===== src/core/dtc_cfg.svh =====
`ifndef DTC_CFG_SVH
`define DTC_CFG_SVH
// Register offsets on the plain register port.
`define DTC_OFS_CTRL 3'h0
`define DTC_OFS_MODE 3'h1
`define DTC_OFS_T0_LO 3'h2
`define DTC_OFS_T1_LO 3'h3
`define DTC_OFS_T0_HI 3'h4
`define DTC_OFS_T1_HI 3'h5
// Control register bit positions.
`define DTC_B_T1_OVF 7
`define DTC_B_T1_RUN 6
`define DTC_B_T0_OVF 5
`define DTC_B_T0_RUN 4
`define DTC_B_X1_FLAG 3
`define DTC_B_X1_TYPE 2
`define DTC_B_X0_FLAG 1
`define DTC_B_X0_TYPE 0
// Mode register: timer 1 in the upper nibble, timer 0 in the lower.
`define DTC_B_GATE 3
`define DTC_B_CT 2
`define DTC_B_MODE_HI 1
`define DTC_B_MODE_LO 0
`define DTC_RST_BYTE 8'h00
`define DTC_RST_PIN 2'h3
`define DTC_PRESCALE 5'h1f
`endif


===== src/core/dtc_pkg.sv =====
package dtc_pkg;
   typedef enum logic [1:0] {DTC_M13, DTC_M16, DTC_MRL, DTC_M3} dtc_mode_t;
   typedef struct packed {
      logic [7:0] ctrl;
      logic [7:0] mode;
      logic [7:0] t0_lo;
      logic [7:0] t0_hi;
      logic [7:0] t1_lo;
      logic [7:0] t1_hi;
      logic [4:0] pre0;
      logic [4:0] pre1;
      logic [1:0] ev_s1;
      logic [1:0] ev_s2;
      logic [1:0] ev_prev;
      logic [1:0] int_s1;
      logic [1:0] int_s2;
      logic [1:0] int_prev;
      logic [7:0] rdata;
   } dtc_state_t;
endpackage : dtc_pkg


===== src/core/dtc_timer.sv =====
`timescale 1ns/1ps
`include "dtc_cfg.svh"
module dtc_timer
   import dtc_pkg::*;
(
   // Clock and reset.
   input wire logic sys_clk,
   input wire logic rst,
   // Register port.
   input wire logic [2:0] reg_addr,
   input wire logic [7:0] reg_wdata,
   input wire logic reg_wr,
   input wire logic reg_rd,
   output logic [7:0] reg_rdata,
   // Pins: count inputs and external interrupt inputs.
   input wire logic [1:0] count_in,
   input wire logic [1:0] ext_irq_in_n,
   // Interrupt vector acknowledges, one cycle pulses.
   input wire logic ack_timer0,
   input wire logic ack_timer1,
   input wire logic ack_ext0,
   input wire logic ack_ext1,
   // Interrupt requests.
   output logic irq_timer0,
   output logic irq_timer1,
   output logic irq_ext0,
   output logic irq_ext1
);
   dtc_state_t s_q;
   dtc_state_t s_d;
   logic [1:0] ev_fall;
   logic [1:0] int_fall;
   logic [1:0] int_rise;
   logic [1:0] run;
   logic [1:0] cnt_en;
   logic [1:0] pre_tick;
   logic [1:0] ovf;
   logic hi0_ovf;
   logic [3:0] mode_t1;
   logic [3:0] mode_t0;
   logic [8:0] sum_lo0;
   logic [8:0] sum_lo1;
   logic [8:0] sum_hi0;
   logic [8:0] sum_hi1;
   logic [8:0] sum_split;

   assign mode_t1 = s_q.mode[7:4];
   assign mode_t0 = s_q.mode[3:0];
   assign ev_fall = s_q.ev_prev & ~s_q.ev_s2;
   assign int_fall = s_q.int_prev & ~s_q.int_s2;
   assign int_rise = ~s_q.int_prev & s_q.int_s2;
   assign run[0] = s_q.ctrl[`DTC_B_T0_RUN];
   assign run[1] = s_q.ctrl[`DTC_B_T1_RUN] & (mode_t1[1:0] != 2'(DTC_M3));
   // Gate reads the interrupt pin level, high meaning pin released.
   assign cnt_en[0] = run[0] & (~mode_t0[`DTC_B_GATE] | s_q.int_s2[0])
      & (mode_t0[`DTC_B_CT] ? ev_fall[0] : 1'b1);
   assign cnt_en[1] = run[1] & (~mode_t1[`DTC_B_GATE] | s_q.int_s2[1])
      & (mode_t1[`DTC_B_CT] ? ev_fall[1] : 1'b1);
   assign pre_tick[0] = cnt_en[0] & (s_q.pre0 == `DTC_PRESCALE);
   assign pre_tick[1] = cnt_en[1] & (s_q.pre1 == `DTC_PRESCALE);
   assign sum_lo0 = {1'b0, s_q.t0_lo} + 9'h001;
   assign sum_lo1 = {1'b0, s_q.t1_lo} + 9'h001;
   assign sum_hi0 = {1'b0, s_q.t0_hi} + 9'h001;
   assign sum_hi1 = {1'b0, s_q.t1_hi} + 9'h001;
   assign sum_split = sum_hi0;
   // Mode 3 of timer zero borrows timer one's run bit for its high byte.
   assign hi0_ovf = (mode_t0[1:0] == 2'(DTC_M3)) & s_q.ctrl[`DTC_B_T1_RUN] & sum_split[8];

   always_comb
   begin
      s_d = s_q;
      ovf = 2'b00;
      s_d.ev_s1 = count_in;
      s_d.ev_s2 = s_q.ev_s1;
      s_d.ev_prev = s_q.ev_s2;
      // The interrupt synchronisers carry the pin level, so one means released.
      s_d.int_s1 = ext_irq_in_n;
      s_d.int_s2 = s_q.int_s1;
      s_d.int_prev = s_q.int_s2;
      // Timer zero.
      unique case (dtc_mode_t'(mode_t0[1:0]))
         DTC_M13:
         begin
            if (cnt_en[0])
            begin
               s_d.pre0 = s_q.pre0 + 5'h01;
            end
            if (pre_tick[0])
            begin
               s_d.t0_lo = sum_lo0[7:0];
               ovf[0] = sum_lo0[8];
            end
         end
         DTC_M16:
         begin
            if (cnt_en[0])
            begin
               s_d.t0_lo = sum_lo0[7:0];
               if (sum_lo0[8])
               begin
                  s_d.t0_hi = sum_hi0[7:0];
                  ovf[0] = sum_hi0[8];
               end
            end
         end
         DTC_MRL:
         begin
            if (cnt_en[0])
            begin
               s_d.t0_lo = sum_lo0[8] ? s_q.t0_hi : sum_lo0[7:0];
               ovf[0] = sum_lo0[8];
            end
         end
         DTC_M3:
         begin
            if (cnt_en[0])
            begin
               s_d.t0_lo = sum_lo0[7:0];
               ovf[0] = sum_lo0[8];
            end
            if (s_q.ctrl[`DTC_B_T1_RUN])
            begin
               s_d.t0_hi = sum_split[7:0];
            end
         end
      endcase
      // Timer one.
      unique case (dtc_mode_t'(mode_t1[1:0]))
         DTC_M13:
         begin
            if (cnt_en[1])
            begin
               s_d.pre1 = s_q.pre1 + 5'h01;
            end
            if (pre_tick[1])
            begin
               s_d.t1_lo = sum_lo1[7:0];
               ovf[1] = sum_lo1[8];
            end
         end
         DTC_M16:
         begin
            if (cnt_en[1])
            begin
               s_d.t1_lo = sum_lo1[7:0];
               if (sum_lo1[8])
               begin
                  s_d.t1_hi = sum_hi1[7:0];
                  ovf[1] = sum_hi1[8];
               end
            end
         end
         DTC_MRL:
         begin
            if (cnt_en[1])
            begin
               s_d.t1_lo = sum_lo1[8] ? s_q.t1_hi : sum_lo1[7:0];
               ovf[1] = sum_lo1[8];
            end
         end
         DTC_M3:
         begin
            s_d.t1_lo = s_q.t1_lo;
         end
      endcase
      // Software writes take the register; hardware counting yields.
      if (reg_wr)
      begin
         unique case (reg_addr)
            `DTC_OFS_CTRL: s_d.ctrl = reg_wdata;
            `DTC_OFS_MODE: s_d.mode = reg_wdata;
            `DTC_OFS_T0_LO: s_d.t0_lo = reg_wdata;
            `DTC_OFS_T1_LO: s_d.t1_lo = reg_wdata;
            `DTC_OFS_T0_HI: s_d.t0_hi = reg_wdata;
            `DTC_OFS_T1_HI: s_d.t1_hi = reg_wdata;
            default: s_d.ctrl = s_q.ctrl;
         endcase
      end
      // Acknowledges clear timer flags and edge-mode external flags, but a same-cycle set wins.
      if (ack_timer0)
      begin
         s_d.ctrl[`DTC_B_T0_OVF] = 1'b0;
      end
      if (ack_timer1)
      begin
         s_d.ctrl[`DTC_B_T1_OVF] = 1'b0;
      end
      if (ack_ext0 & s_d.ctrl[`DTC_B_X0_TYPE])
      begin
         s_d.ctrl[`DTC_B_X0_FLAG] = 1'b0;
      end
      if (ack_ext1 & s_d.ctrl[`DTC_B_X1_TYPE])
      begin
         s_d.ctrl[`DTC_B_X1_FLAG] = 1'b0;
      end
      if (ovf[0])
      begin
         s_d.ctrl[`DTC_B_T0_OVF] = 1'b1;
      end
      if (ovf[1] | hi0_ovf)
      begin
         s_d.ctrl[`DTC_B_T1_OVF] = 1'b1;
      end
      // Edge mode latches; level mode mirrors the low pin level.
      if (s_q.ctrl[`DTC_B_X0_TYPE])
      begin
         if (int_fall[0])
         begin
            s_d.ctrl[`DTC_B_X0_FLAG] = 1'b1;
         end
      end
      else
      begin
         s_d.ctrl[`DTC_B_X0_FLAG] = ~s_q.int_s2[0];
      end
      if (s_q.ctrl[`DTC_B_X1_TYPE])
      begin
         if (int_fall[1] | int_rise[1])
         begin
            s_d.ctrl[`DTC_B_X1_FLAG] = 1'b1;
         end
      end
      else
      begin
         s_d.ctrl[`DTC_B_X1_FLAG] = ~s_q.int_s2[1];
      end
      s_d.rdata = `DTC_RST_BYTE;
      if (reg_rd)
      begin
         unique case (reg_addr)
            `DTC_OFS_CTRL: s_d.rdata = s_q.ctrl;
            `DTC_OFS_MODE: s_d.rdata = s_q.mode;
            `DTC_OFS_T0_LO: s_d.rdata = s_q.t0_lo;
            `DTC_OFS_T1_LO: s_d.rdata = s_q.t1_lo;
            `DTC_OFS_T0_HI: s_d.rdata = s_q.t0_hi;
            `DTC_OFS_T1_HI: s_d.rdata = s_q.t1_hi;
            default: s_d.rdata = `DTC_RST_BYTE;
         endcase
      end
   end

   always_ff @(posedge sys_clk or posedge rst)
   begin
      if (rst)
      begin
         s_q <= '0;
         // Synchronisers start at the released pin level, so no request or edge follows reset.
         s_q.ev_s1 <= `DTC_RST_PIN;
         s_q.ev_s2 <= `DTC_RST_PIN;
         s_q.ev_prev <= `DTC_RST_PIN;
         s_q.int_s1 <= `DTC_RST_PIN;
         s_q.int_s2 <= `DTC_RST_PIN;
         s_q.int_prev <= `DTC_RST_PIN;
      end
      else
      begin
         s_q <= s_d;
      end
   end

   assign reg_rdata = s_q.rdata;
   assign irq_timer0 = s_q.ctrl[`DTC_B_T0_OVF];
   assign irq_timer1 = s_q.ctrl[`DTC_B_T1_OVF];
   assign irq_ext0 = s_q.ctrl[`DTC_B_X0_FLAG];
   assign irq_ext1 = s_q.ctrl[`DTC_B_X1_FLAG];

   chk_t0_run_halt: assert property (@(posedge sys_clk) disable iff (rst)
      (!s_q.ctrl[`DTC_B_T0_RUN] && !reg_wr && mode_t0[1:0] == 2'(DTC_M16))
      |=> $stable(s_q.t0_lo))
      else $error("timer zero moved while halted");
   chk_t1_stop_mode: assert property (@(posedge sys_clk) disable iff (rst)
      (mode_t1[1:0] == 2'(DTC_M3) && !reg_wr) |=> $stable(s_q.t1_lo) && $stable(s_q.t1_hi))
      else $error("timer one moved in stopped mode");
   chk_t1_run_halt: assert property (@(posedge sys_clk) disable iff (rst)
      (!s_q.ctrl[`DTC_B_T1_RUN] && !reg_wr) |=> $stable(s_q.t1_lo))
      else $error("timer one moved while halted");
   chk_t1_reload: assert property (@(posedge sys_clk) disable iff (rst)
      (mode_t1[1:0] == 2'(DTC_MRL) && cnt_en[1] && s_q.t1_lo == 8'hff && !reg_wr)
      |=> s_q.t1_lo == $past(s_q.t1_hi) && s_q.ctrl[`DTC_B_T1_OVF])
      else $error("timer one reload failed");
   chk_t0_reload: assert property (@(posedge sys_clk) disable iff (rst)
      (mode_t0[1:0] == 2'(DTC_MRL) && cnt_en[0] && s_q.t0_lo == 8'hff && !reg_wr)
      |=> s_q.t0_lo == $past(s_q.t0_hi) && s_q.ctrl[`DTC_B_T0_OVF])
      else $error("timer zero reload failed");
   chk_t0_ovf_flag: assert property (@(posedge sys_clk) disable iff (rst)
      ovf[0] |=> s_q.ctrl[`DTC_B_T0_OVF])
      else $error("timer zero flag not set");
   chk_t1_ovf_flag: assert property (@(posedge sys_clk) disable iff (rst)
      (ovf[1] || hi0_ovf) |=> s_q.ctrl[`DTC_B_T1_OVF])
      else $error("timer one flag not set");
   chk_t1_ack_clear: assert property (@(posedge sys_clk) disable iff (rst)
      (ack_timer1 && !ovf[1] && !hi0_ovf && !reg_wr) |=> !s_q.ctrl[`DTC_B_T1_OVF])
      else $error("timer one flag not cleared");
   chk_t0_gate: assert property (@(posedge sys_clk) disable iff (rst)
      (mode_t0[`DTC_B_GATE] && !s_q.int_s2[0] && !reg_wr && mode_t0[1:0] == 2'(DTC_M16))
      |=> $stable(s_q.t0_lo))
      else $error("gated timer zero counted");
   chk_t0_split_high: assert property (@(posedge sys_clk) disable iff (rst)
      (mode_t0[1:0] == 2'(DTC_M3) && s_q.ctrl[`DTC_B_T1_RUN] && !reg_wr)
      |=> s_q.t0_hi == 8'($past(s_q.t0_hi) + 8'h01))
      else $error("split high byte did not step");
   chk_t1_count_edge: assert property (@(posedge sys_clk) disable iff (rst)
      (mode_t1[`DTC_B_CT] && !ev_fall[1] && mode_t1[1:0] == 2'(DTC_M16) && !reg_wr)
      |=> $stable(s_q.t1_lo))
      else $error("timer one counted without an edge");
   chk_ext1_edge: assert property (@(posedge sys_clk) disable iff (rst)
      (s_q.ctrl[`DTC_B_X1_TYPE] && (int_rise[1] || int_fall[1]))
      |=> s_q.ctrl[`DTC_B_X1_FLAG])
      else $error("ext one edge missed");
   chk_ext0_edge: assert property (@(posedge sys_clk) disable iff (rst)
      (s_q.ctrl[`DTC_B_X0_TYPE] && int_fall[0]) |=> s_q.ctrl[`DTC_B_X0_FLAG])
      else $error("ext zero edge missed");
   chk_ext0_level: assert property (@(posedge sys_clk) disable iff (rst)
      (!s_q.ctrl[`DTC_B_X0_TYPE] && !reg_wr) |=> irq_ext0 == !$past(s_q.int_s2[0]))
      else $error("ext zero level request wrong");
   chk_t1_prescale: assert property (@(posedge sys_clk) disable iff (rst)
      (mode_t1[1:0] == 2'(DTC_M13) && cnt_en[1] && s_q.pre1 != `DTC_PRESCALE && !reg_wr)
      |=> $stable(s_q.t1_lo))
      else $error("timer one prescaler skipped");
   chk_t0_lo_read: assert property (@(posedge sys_clk) disable iff (rst)
      (reg_rd && reg_addr == `DTC_OFS_T0_LO) |=> reg_rdata == $past(s_q.t0_lo))
      else $error("timer zero low byte read wrong");
endmodule : dtc_timer


===== config.mk =====
export PLATFORM = sky130hd
export DESIGN_NAME = dtc_timer
export DESIGN_NICKNAME = d
export VERILOG_FILES = /design/src/core/dtc_pkg.sv /design/src/core/dtc_timer.sv
export VERILOG_INCLUDE_DIRS = /design/src /design/src/core
export SDC_FILE = /design/constraint.sdc
export NUM_CORES = 1
export LEC_CHECK = 0
export ABC_AREA = 1
export BUFFER_PORTS_ARGS = -buffer_cell sky130_fd_sc_hd__buf_2
export CAP_MARGIN = 20
export CORE_AREA = 4 4 101 103
export CTS_CLUSTER_DIAMETER = 80
export DETAILED_ROUTE_END_ITERATION = 16
export DIE_AREA = 0 0 105 107
export PLACE_DENSITY = 0.76
export SKIP_LAST_GASP = 1
export SLEW_MARGIN = 30
export SYNTH_ARGS = -nofsm -noshare
export SYNTH_HDL_FRONTEND = slang
export SYNTH_SLANG_ARGS = --single-unit

===== constraint.sdc =====
create_clock -name sys_clk -period 4.8 [get_ports sys_clk]
set_input_delay 0.48 -clock sys_clk [delete_from_list [all_inputs] [get_ports sys_clk]]
set_output_delay 0.48 -clock sys_clk [all_outputs]
set_load 0.02 [all_outputs]

# Yosys cells after proc, flatten, opt, wreduce, memory -nomap -nowiden
# Cells that the tools add are included.
[totals] ff_bits=78 inputBits=23 word_cells=132
[classes] add_sub_neg=6 n_eq_ne=18 n_mux=47 n_bitwise=25 reduce_logical=16
[op_table] operator="$mux W8" count=18
[op_table] operator="$pmux W8 S4" count=2
[op_table] operator="$mux W48" count=1
[op_table] operator="$pmux W8 S6" count=1
[op_table] operator="$add A8 B1 Y9 const B" count=4
[op_table] operator="$mux W16" count=2
[op_table] operator="$mux W1" count=20
[op_table] operator="$pmux W8 S2" count=1
[op_table] operator="$reduce_and A2 Y1" count=8
[op_table] operator="$reduce_bool A3 Y1" count=4
[op_table] operator="$and A1 B1 Y1" count=11
[op_table] operator="$add A5 B1 Y5 const B" count=2
[op_table] operator="$eq A5 B5 Y1 const B" count=2
[op_table] operator="$eq A2 B2 Y1 const B" count=4
[op_table] operator="$ne A4 B1 Y1 const B" count=2
[op_table] operator="$ne A4 B2 Y1 const B" count=2
[op_table] operator="$and A2 B2 Y2" count=3
[op_table] operator="$eq A3 B2 Y1 const B" count=2
[op_table] operator="$eq A3 B3 Y1 const B" count=2
[op_table] operator="$not A2 Y2" count=3
[op_table] operator="$pmux W1 S3" count=2
[op_table] operator="$eq A2 B1 Y1 const B" count=2
[op_table] operator="$logic_not A2 Y1" count=2
[op_table] operator="$not A1 Y1" count=4
[op_table] operator="5 further kinds" count=8

# Longest topological paths before layout
# Gate-level depths: netlist (run 1).
[logic_depth] word_depth=13 ltp_mapped=13 mapped_depth_nobuf=13

# Least setup slack after synthesis (run 1)
# OpenSTA, ideal clock, no wires.
[synth_path] path_kind="reg2reg" startpoint="register s_q, in the netlist mode_t1[0]" endpoint="register s_q[40] (netlist name)" setup_time_ps=118 arrival_ps=1555 setup_slack_ps=3127 path_stages_with_launch=12 path_buffers=0 period_less_slack_ps=1673 cell_sequence="dfrtp_1 -> ha_1 -> inv_1 -> nand2_1 -> nor2_2 -> nand2_4 -> nor2_4 -> nand2_1 -> nand3_1 -> nand2_1 -> a21oi_1 -> nor2_1"
[synth_lines] element="from (decl)" line_no="dtc_timer.sv:29" rtl="dtc_state_t s_q;"

==> results of run 1 <==
==> registers in the layout, indices dropped and copies added, names as in the netlist <==
| signal | cells |
|---|---|
| irq_timer0 | 1 |
| irq_ext0 | 1 |
| irq_ext1 | 1 |
| reg_rdata | 8 |
| mode_t1 | 4 |
| s_d | 8 |
| mode_t0 | 4 |
| s_q | 49 |
| irq_timer1 | 1 |
| run | 1 |
==> metal layers <==
| metal | up-vias | wire, um |
|---|---|---|
| met2 | 292 | 7280 |
| met5 | - | 0 |
| met1 | 2431 | 6460 |
| met4 | 0 | 696 |
| li1 | 2484 | - |
| met3 | 66 | 1340 |
==> layout make-up <==
cell class | instances | area [um^2]
clock inverters | 7 | 57.6
fillers | 881 | 3480
multi-input cells | 548 | 2840
repair buffers | 35 | 178
clock buffers | 9 | 124
well taps | 111 | 139
inverters | 106 | 410
flip-flops and latches | 78 | 1970
==> per-stage QoR <==
| stage | cell area [um^2] | hold slack, ns |
|---|---|---|
| finish | 5710 | 0.137 |
| detailed placement | 5530 | 0.347 |
| global route | 5710 | 0.168 |
| floorplan | 5340 | 0.345 |
| CTS | 5710 | 0.138 |
| global placement | 5530 | 0.346 |
==> cells by family (layout without fill, tap and decap cells) <==
kind of cell,after synthesis,count (layout),share of synthesized area
multiplexers,4,4,0.00844
flip-flops,78,78,0.369
buffers and inverters,126,157,0.0997
AO/OA/AOI/OAI,137,137,0.148
adder cells (fa/ha/maj),13,13,0.0305
AND/OR/NAND/NOR,377,377,0.317
XOR/XNOR,17,17,0.0279
==> cell usage in the layout, fill, tap and decap left out, drive strengths merged, types with 4 or more instances in the layout <==
cell      n
o21ai    45
nand4     4
inv     107
o211ai   10
mux2      4
nor2     95
a21oi    47
dfstp    12
xnor2     5
clkbuf    9
xor2     12
nand3    70
nand2   198
buf      35
nor3      7
o22ai    18
a31oi     9
clkinv    4
ha       13
dfrtp    66
==> worst max-delay path by stage <==
stage | slack, ns | endpoint | cells after the start | start
after CTS | 2.35 | s_q[45] | 10 | mode_t1[0]
after detailed placement | 2.38 | s_q[45] | 10 | mode_t1[0]
final | 2.32 | s_q[45] | 9 | mode_t1[0]
after global placement | 2.50 | s_q[45] | 10 | mode_t1[0]
after global routing | 2.07 | s_q[38] | 11 | mode_t1[0]
after floorplan | 2.34 | irq_ext0 | 1 | rst
==> power groups by stage <==
stage	Sequential (W)	Combinational (W)	Clock, W
3_5_place_dp	0.00103	0.000942	0
3_3_place_gp	0.00102	0.000914	0
2_1_floorplan	0.000971	0.000741	0
5_1_grt	0.00105	0.00109	0.000516
6_report	0.00103	0.000962	0.000474
4_1_cts	0.00102	0.000948	0.000484
==> critical path, stage by stage, from the launching register on <==
cell and delay, ns:
dfrtp_1 0.44, ha_1 0.25, inv_1 0.12, nand3_1 0.09
nor2_1 0.61, nand2_1 0.41, nor2_1 0.24, nor2_1 0.07
nor2_1 0.08, a21oi_1 0.07
==> impl_metrics.csv, run 1 <==
group,metric,value,unit
power_and_ir_drop,pwr-share-seq,0.417,
clock_tree,htree_levels,3,
timing,hold_viol_final,0,
outcome,outcome,"completed",
place,post-place-ws,2.38,ns
timing,fin_crit_sh,0.517,
power_and_ir_drop,p_leak,2.89,nW
power_and_ir_drop,p_int,0.00135,W
timing,max_freq,0.403,GHz
setup_path,required,5.05,ns
clock_tree,clock_path_buffers,2,
setup_path,crit_arrival,2.73,ns
timing,slew_viol_final,0,
clock_tree,clk_pin_slew,0.09,ns
detailed_routing,wirelength,15.8,mm
synthesis,ys_ff_latch,78,
detailed_routing,remaining_drc_errors,0,
synthesis,syn_area_per_cell,7.09,um^2
synthesis,yosys_warnings,0,
power_and_ir_drop,p_clk_frac,0.193,
synthesis,syn_nets,788,
detailed_routing,ant_nets,0,
grt,use_met1,0.388,
clock_tree,clock_latency,0.35,ns
timing,rsz0062_at_grt,"false",
power_and_ir_drop,switchingPower,0.00111,W
synthesis,synth_area_leader_cell,"dfrtp_1",
timing,fin_crit,2.48,ns
clock_tree,post_cts_resized,0,
clock_tree,clock_sinks,78,
setup_path,worstSetupPathType,"reg -> reg",
grt,grtUsageMet2,0.464,
grt,antenna_found_initial,0,
layout,nets,814,
synthesis,synthTopCellsByCount,"nand2_1, inv_1, nor2_1",
detailed_routing,vias,5273,
layout,fin_util,0.621,
power_and_ir_drop,vdd_drop_max,0.257,mV
layout,instances_no_fill,894,
detailed_routing,viasPerCell,5.90,
power_and_ir_drop,combPwrFrac,0.391,
grt,overflow,0,
setup_path,crit_path_start_kind,"flop",
setup_path,rrSetupSlack,2.32,ns
grt,grt_use_total,0.290,
synthesis,synthFlopType,"dfrtp_1",
synthesis,synth-async-reset-ratio,1.00,
timing,relSlewSlack,0.477,
timing,finalClockSkew,0.00705,ns
clock_tree,cts-root-buf,"clkbuf_8",
die,ioPinCount,35,
die,row_count,35,
synthesis,synth_edf_count,0,
flow_run,maxCapViolCount,0,
place,post-place-cells,878,
grt,met3_usage,0.0458,
synthesis,yosysMostFrequentCell,"nand2_1",
detailed_routing,dr.pass1.iters,6,
timing,setup_violations,0,
die,die_w,105,um
setup_path,r2r_end,"s_q[45]",
setup_path,critPathCaptureType,"flop",
power_and_ir_drop,finalPower,0.00246,W
power_and_ir_drop,p_per_area,431,mW/mm^2
die,core-area,0.00920,mm^2
setup_path,crit_fanout,11,
timing,setup_tns,0,ns
clock_tree,cts_inserted_buffers,9,
synthesis,synth_cells,752,
place,dpl.hpwl,12.0,mm
die,start_util,0.580,
timing,worst_slack,2.32,ns
worst_hold_path,hp-class,"in -> async",
setup_path,reg2reg_depth,9,
layout,drive_above_1_share,0.155,
grt,grt_pass1_vias,5020,
grt,grt_pass1_wl,25.8,mm
synthesis,synth_area_leaders,"dfrtp_1, nand2_1, inv_1",
setup_path,r2r-start,"mode_t1[0]",
synthesis,synth_top_cell_area_share,0.310,
die,die_h,107,um
place,portBuffers,34,
die,dieArea,0.0112,mm^2
place,place_congestion,0.980,
detailed_routing,routedWlPerCell,17.6,um
layout,antenna_cells,0,
clock_tree,hold_buffers,0,
power_and_ir_drop,swShare,0.452,
synthesis,ys_types,40,
layout,area_growth_syn_to_layout,7.06,%
grt,gr-max-usage-layer,"met2",
detailed_routing,drt_iter0_drc,485,
clock_tree,cts_setup_buffers,0,
synthesis,syn_area,0.00534,mm^2
synthesis,ys_seq_area_frac,0.369,
grt,grt_max_degree,50,
timing,tightest_slew,0.781,ns
clock_tree,cts_tree,"yes",
No activity file was read; power rests on OpenSTA's default activity.
==> inputs of run 2 (changes only) <==
- CORE_AREA: 4 4 101 103 -> 4 4 103 105
- DIE_AREA: 0 0 105 107 -> 0 0 107 109
- clock period: 4.8 -> 2.12 ns (I/O delays scaled with it)
==> run 2 against run 1 <==
- die area up 3.8%
- design area rose by 3.0%
- final cell count is 3.6% higher
- core utilization is 1.1 points lower
- register-to-register slack lost 2.2 ns
- first-iteration DRC count decreased by 8.7%
- flip-flop and latch count did not move
- clock power rose to 2.7 times the previous value
- power grew 140%
- sequential share of layout area is 1.0 points lower
- combinational power grew 130%
- routed wire length decreased by 3.3%
==> impl_metrics.csv, run 2 (synthesis gave the netlist of run 1 again) <==
group,metric,value,unit
outcome,outcome,"completed",
clock_tree,clock_latency,0.35,ns
layout,drive_above_1_share,0.158,
timing,hold_viol_final,0,
detailed_routing,wirelength,15.3,mm
clock_tree,clock_sinks,78,
clock_tree,clock_path_buffers,2,
place,place_congestion,1.03,
power_and_ir_drop,combPwrFrac,0.381,
die,dieArea,0.0117,mm^2
detailed_routing,drt_iter0_drc,443,
detailed_routing,ant_nets,0,
worst_hold_path,hold_path_depth,3,
die,ioPinCount,35,
detailed_routing,dr.pass1.iters,9,
layout,final_common_cell,"nand2_1",
setup_path,worstPathCellList,"ha_1, inv_1, nand2_1, nor2_2, nand2_4, nor2_4, nand2_1, nand3_1, nand2_1, a21oi_1, nor2_1",
die,die_h,109,um
setup_path,required,2.36,ns
setup_path,crit_path_top_delay_cell,"dfrtp_1",
clock_tree,clk_pin_slew,0.09,ns
place,portBuffers,34,
power_and_ir_drop,p_int,0.00332,W
timing,tightest_slew,0.524,ns
power_and_ir_drop,swShare,0.429,
layout,instances_no_fill,926,
clock_tree,cts_tree,"yes",
power_and_ir_drop,pwr-share-seq,0.401,
setup_path,worstSetupPathType,"reg -> reg",
setup_path,crit_arrival,2.20,ns
place,dpl.hpwl,11.5,mm
die,die_w,107,um
clock_tree,cts_setup_buffers,0,
worst_hold_path,worstHoldStart,"reg_wdata[0]",
layout,final_cell_mix,"nand2_1, inv_1, nor2_1, nand3_1, dfrtp_1",
setup_path,cpPeakStageDelay,0.44,ns
die,start_util,0.553,
setup_path,rrSetupSlack,0.16,ns
detailed_routing,remaining_drc_errors,0,
timing,finalClockSkew,0.00869,ns
grt,grt_max_degree,79,
clock_tree,cts_inserted_buffers,9,
layout,nets,824,
grt,grt_pass1_vias,5134,
power_and_ir_drop,p_leak,2.96,nW
timing,setup_violations,0,
setup_path,crit_path_start_kind,"flop",
detailed_routing,wirelength_met1,6.09,mm
detailed_routing,wl_met2,7.36,mm
setup_path,r2r_end,"s_q[40]",
grt,antenna_found_initial,0,
setup_path,cpLargestDelayFamily,"simple AND/OR/NAND/NOR gates",
place,post-place-ws,0.215,ns
worst_hold_path,min_to,"s_q[38]",
place,post-place-cells,905,
grt,grt_use_total,0.277,
clock_tree,htree_levels,3,
clock_tree,cts-root-buf,"clkbuf_8",
power_and_ir_drop,vdd_drop_max,0.696,mV
setup_path,cp_common_cell,"nand2_1",
power_and_ir_drop,p_per_area,989,mW/mm^2
setup_path,r2r-start,"mode_t1[0]",
timing,max_freq,0.510,GHz
die,core-area,0.00964,mm^2
power_and_ir_drop,p_clk_frac,0.218,
worst_hold_path,hp-class,"in -> reg",
detailed_routing,viasPerCell,5.66,
detailed_routing,vias,5245,
detailed_routing,top_layer,"met4",
layout,regMostFlops,"s_q",
timing,setup_tns,0,ns
setup_path,reg2reg_depth,11,
layout,largest_reg_flops,49,
detailed_routing,wl_met3,1.15,mm
timing,worst_slack,0.159,ns
timing,fin_crit,1.96,ns
grt,overflow,0,
timing,rsz0062_at_grt,"false",
setup_path,crit_buf_inv,1,
flow_run,maxCapViolCount,0,
grt,grt_pass1_wl,25.3,mm
power_and_ir_drop,switchingPower,0.00250,W
timing,slew_viol_final,0,
detailed_routing,routedWlPerCell,16.5,um
timing,relSlewSlack,0.650,
setup_path,critPathCaptureType,"flop",
die,row_count,36,
timing,fin_crit_sh,0.925,
layout,antenna_cells,0,
setup_path,crit_fanout,9,
layout,area_growth_syn_to_layout,10.2,%
## run 2: cell count changes in the layout (fill, tap and decap cells not counted), sizes merged
| cell | delta |
|---|---|
| clkinv | -1 |
| clkbuf | +1 |
| buf | +5 |
| dlygate4sd3 | +5 |
| bufinv | +2 |
| inv | -2 |
## run 2: per-layer routing
metal | track usage | vias to the layer above
li1 | - | 2510
met1 | 0.358 | 2459
met2 | 0.455 | 225
met3 | 0.0450 | 51
met4 | 0.133 | 0
met5 | 0 | -
## run 2: how the worst max path moves through the flow
stage                from       to  slack, ns  depth (start not counted)
2_1_floorplan  mode_t1[0]  s_q[40]       0.45                         11
3_3_place_gp   mode_t1[0]  s_q[42]       0.32                         11
3_5_place_dp   mode_t1[0]  s_q[40]       0.22                         11
4_1_cts        mode_t1[0]  s_q[40]       0.20                         11
5_1_grt        mode_t1[0]  s_q[40]       0.05                         11
6_report       mode_t1[0]  s_q[40]       0.16                         11
## run 2: power by group through the flow
stage	Combinational [W]	Sequential [W]	Clock, W
detailed placement	0.00215	0.00235	0
CTS	0.00218	0.00232	0.00130
floorplan	0.00168	0.00220	0
global placement	0.00211	0.00232	0
global route	0.00249	0.00239	0.00137
finish	0.00221	0.00233	0.00127
## run 2: layout make-up
class | count | area (um^2)
flip-flops and latches | 78 | 1970
clock inverters | 6 | 93.8
clock buffers | 10 | 128
inverters | 106 | 413
fillers | 920 | 3760
well taps | 133 | 166
repair buffers | 45 | 278
multi-input cells | 548 | 2840
## run 2: what timing repair did
action | CTS | global route
gates resized for setup | 0 | 0
hold endpoints to repair | 64 | 0
hold buffers | 5 | 0
## run 2: tightest hold or removal path, stage by stage
cell,delay (ns)
buf_2,0.12
nand2_1,0.05
nand2_1,0.05
## run 2: per-stage QoR
stage          instance area [um^2]  hold slack, ns  power [W]  utilization
2_1_floorplan                  5340           0.216    0.00388            -
3_3_place_gp                   5610           0.317    0.00443        0.582
3_5_place_dp                   5610           0.318    0.00450        0.582
4_1_cts                        5880           0.107    0.00579        0.610
5_1_grt                        5880           0.126    0.00625        0.610
6_report                       5880           0.115    0.00582        0.610
==> inputs of run 3 (changes only) <==
- CORE_AREA: 4 4 103 105 -> 4 4 96 98
- DIE_AREA: 0 0 107 109 -> 0 0 100 102
- PLACE_DENSITY: 0.76 -> 0.83
- SETUP_SLACK_MARGIN: not set -> 0.02
- clock period: 2.12 -> 2.4 ns (I/O delays scaled with it)
==> run 3 against run 2 <==
- design area down 0.60%
- worst hold slack better by 0.027 ns
- via count up 1.3%
- critical path type unchanged
==> impl_metrics.csv, run 3 (synthesis gave the netlist of run 1 again) <==
group,metric,value,unit
power_and_ir_drop,p_leak,2.96,nW
layout,regMostFlops,"s_q",
layout,antenna_cells,0,
detailed_routing,routedWlPerCell,17.8,um
detailed_routing,viasPerCell,5.90,
detailed_routing,remaining_drc_errors,0,
die,row_count,34,
layout,fin_util,0.691,
timing,rsz0062_at_grt,"false",
outcome,outcome,"completed",
clock_tree,cts-root-buf,"clkbuf_8",
layout,drive_above_1_share,0.158,
layout,stdcell_area,0.00585,mm^2
flow_run,maxCapViolCount,0,
timing,hold_viol_final,0,
clock_tree,htree_levels,3,
layout,largest_reg_flops,49,
die,die_w,100,um
clock_tree,clk_pin_slew,0.09,ns
layout,final_common_cell,"nand2_1",
clock_tree,cts_tree,"yes",
timing,finalClockSkew,0.0105,ns
detailed_routing,vias,5313,
setup_path,cp_common_cell,"nand2_1",
place,placed_area,0.00558,mm^2
power_and_ir_drop,vdd_drop_max,0.611,mV
layout,final_cell_mix,"nand2_1, inv_1, nor2_1, nand3_1, dfrtp_1",
die,ioPinCount,35,
timing,setup_violations,0,
grt,grt_pass1_wl,25.8,mm
clock_tree,clock_sinks,78,
setup_path,crit_fanout,9,
setup_path,critPathCaptureType,"flop",
setup_path,worstSetupPathType,"reg -> reg",
clock_tree,clock_path_buffers,2,
grt,grt_pass1_vias,5041,
clock_tree,clock_latency,0.37,ns
detailed_routing,dr.pass1.iters,5,
grt,grt_max_degree,37,
timing,relSlewSlack,0.585,
power_and_ir_drop,p_per_area,887,mW/mm^2
grt,overflow,0,
grt,grt_use_total,0.325,
setup_path,crit_path_top_delay_cell,"dfrtp_1",
clock_tree,cts_inserted_buffers,9,
detailed_routing,wirelength,16.0,mm
die,start_util,0.630,
die,die_h,102,um
timing,slew_viol_final,0,
timing,tightest_slew,0.622,ns
die,dieArea,0.0102,mm^2
clock_tree,cts_setup_buffers,0,
setup_path,cpLargestDelayFamily,"simple AND/OR/NAND/NOR gates",
setup_path,crit_path_start_kind,"flop",
setup_path,cpPeakStageDelay,0.44,ns
detailed_routing,ant_nets,0,
setup_path,worstPathCellList,"ha_1, inv_1, nand2_1, nor2_2, nand2_4, nor2_4, nand2_1, nand3_1, nand2_1, a21oi_1, nor2_1",
timing,setup_tns,0,ns
timing,fin_crit_sh,0.846,
place,dpl.hpwl,12.1,mm
timing,fin_crit,2.03,ns
grt,antenna_found_initial,0,
worst_hold_path,hp-class,"in -> reg",
setup_path,crit_buf_inv,1,
detailed_routing,drt_iter0_drc,475,
setup_path,crit_arrival,2.29,ns
layout,nets,824,
setup_path,required,2.66,ns
die,core-area,0.00847,mm^2
place,place_congestion,1.03,
timing,timing.hold.ws,0.141,ns
timing,max_freq,0.492,GHz
place,portBuffers,34,
layout,area_growth_syn_to_layout,9.59,%
[run 3: cell count changes in the layout (fill, tap and decap cells not counted), sizes merged]
cell	delta
inv	+1
clkinv	-1
[run 3: layout make-up]
type | count | area [um^2]
multi-input cells | 548 | 2840
repair buffers | 45 | 278
clock buffers | 10 | 128
flip-flops and latches | 78 | 1970
clock inverters | 6 | 92.6
well taps | 108 | 135
inverters | 106 | 410
fillers | 739 | 2620
[run 3: what timing repair did]
item	in CTS	in global routing
hold buffers	5	0
hold endpoints to repair	28	0
resized for setup	0	0
[run 3: worst min-delay path: cells and delay by family]
family        cells  cell delay (ns)
simple gates      3             0.15
buf+inv           1             0.09
[run 3: power by group]
group / internal, W / switching, W
Combinational: 0.000688 / 0.00132
Sequential: 0.00165 / 0.000392
Clock: 0.000594 / 0.000540
[run 3: per-stage QoR]
stage	power (W)	worst slack, ns	std cells
after floorplan	0.00343	0.185	752
after global placement	0.00393	0.484	880
after detailed placement	0.00401	0.442	880
after CTS	0.00514	0.439	901
after global routing	0.00551	0.171	901
final	0.00518	0.369	901
[run 3: path summary, 6_finish.rpt]
check                                start  endpoint  slack [ns]  depth (start not counted)
worst max-delay path            mode_t1[0]   s_q[41]        0.37                         11
worst min-delay path              ack_ext1  irq_ext1        0.14                          4
worst max register to register  mode_t1[0]   s_q[41]        0.37                         11
worst min register to register     s_d[11]    s_d[9]        0.36                          0
max in group asynchronous              rst   s_d[16]        1.22                          4
min in group asynchronous              rst   s_q[27]        0.47                          3
[run 3: per-layer routing]
| layer | share of wire | global-route usage | vias to the layer above |
|---|---|---|---|
| li1 | - | - | 2516 |
| met1 | 0.38 | 0.419 | 2473 |
| met2 | 0.49 | 0.552 | 276 |
| met3 | 0.090 | 0.0403 | 48 |
| met4 | 0.037 | 0.146 | 0 |
| met5 | 0 | 0 | - |
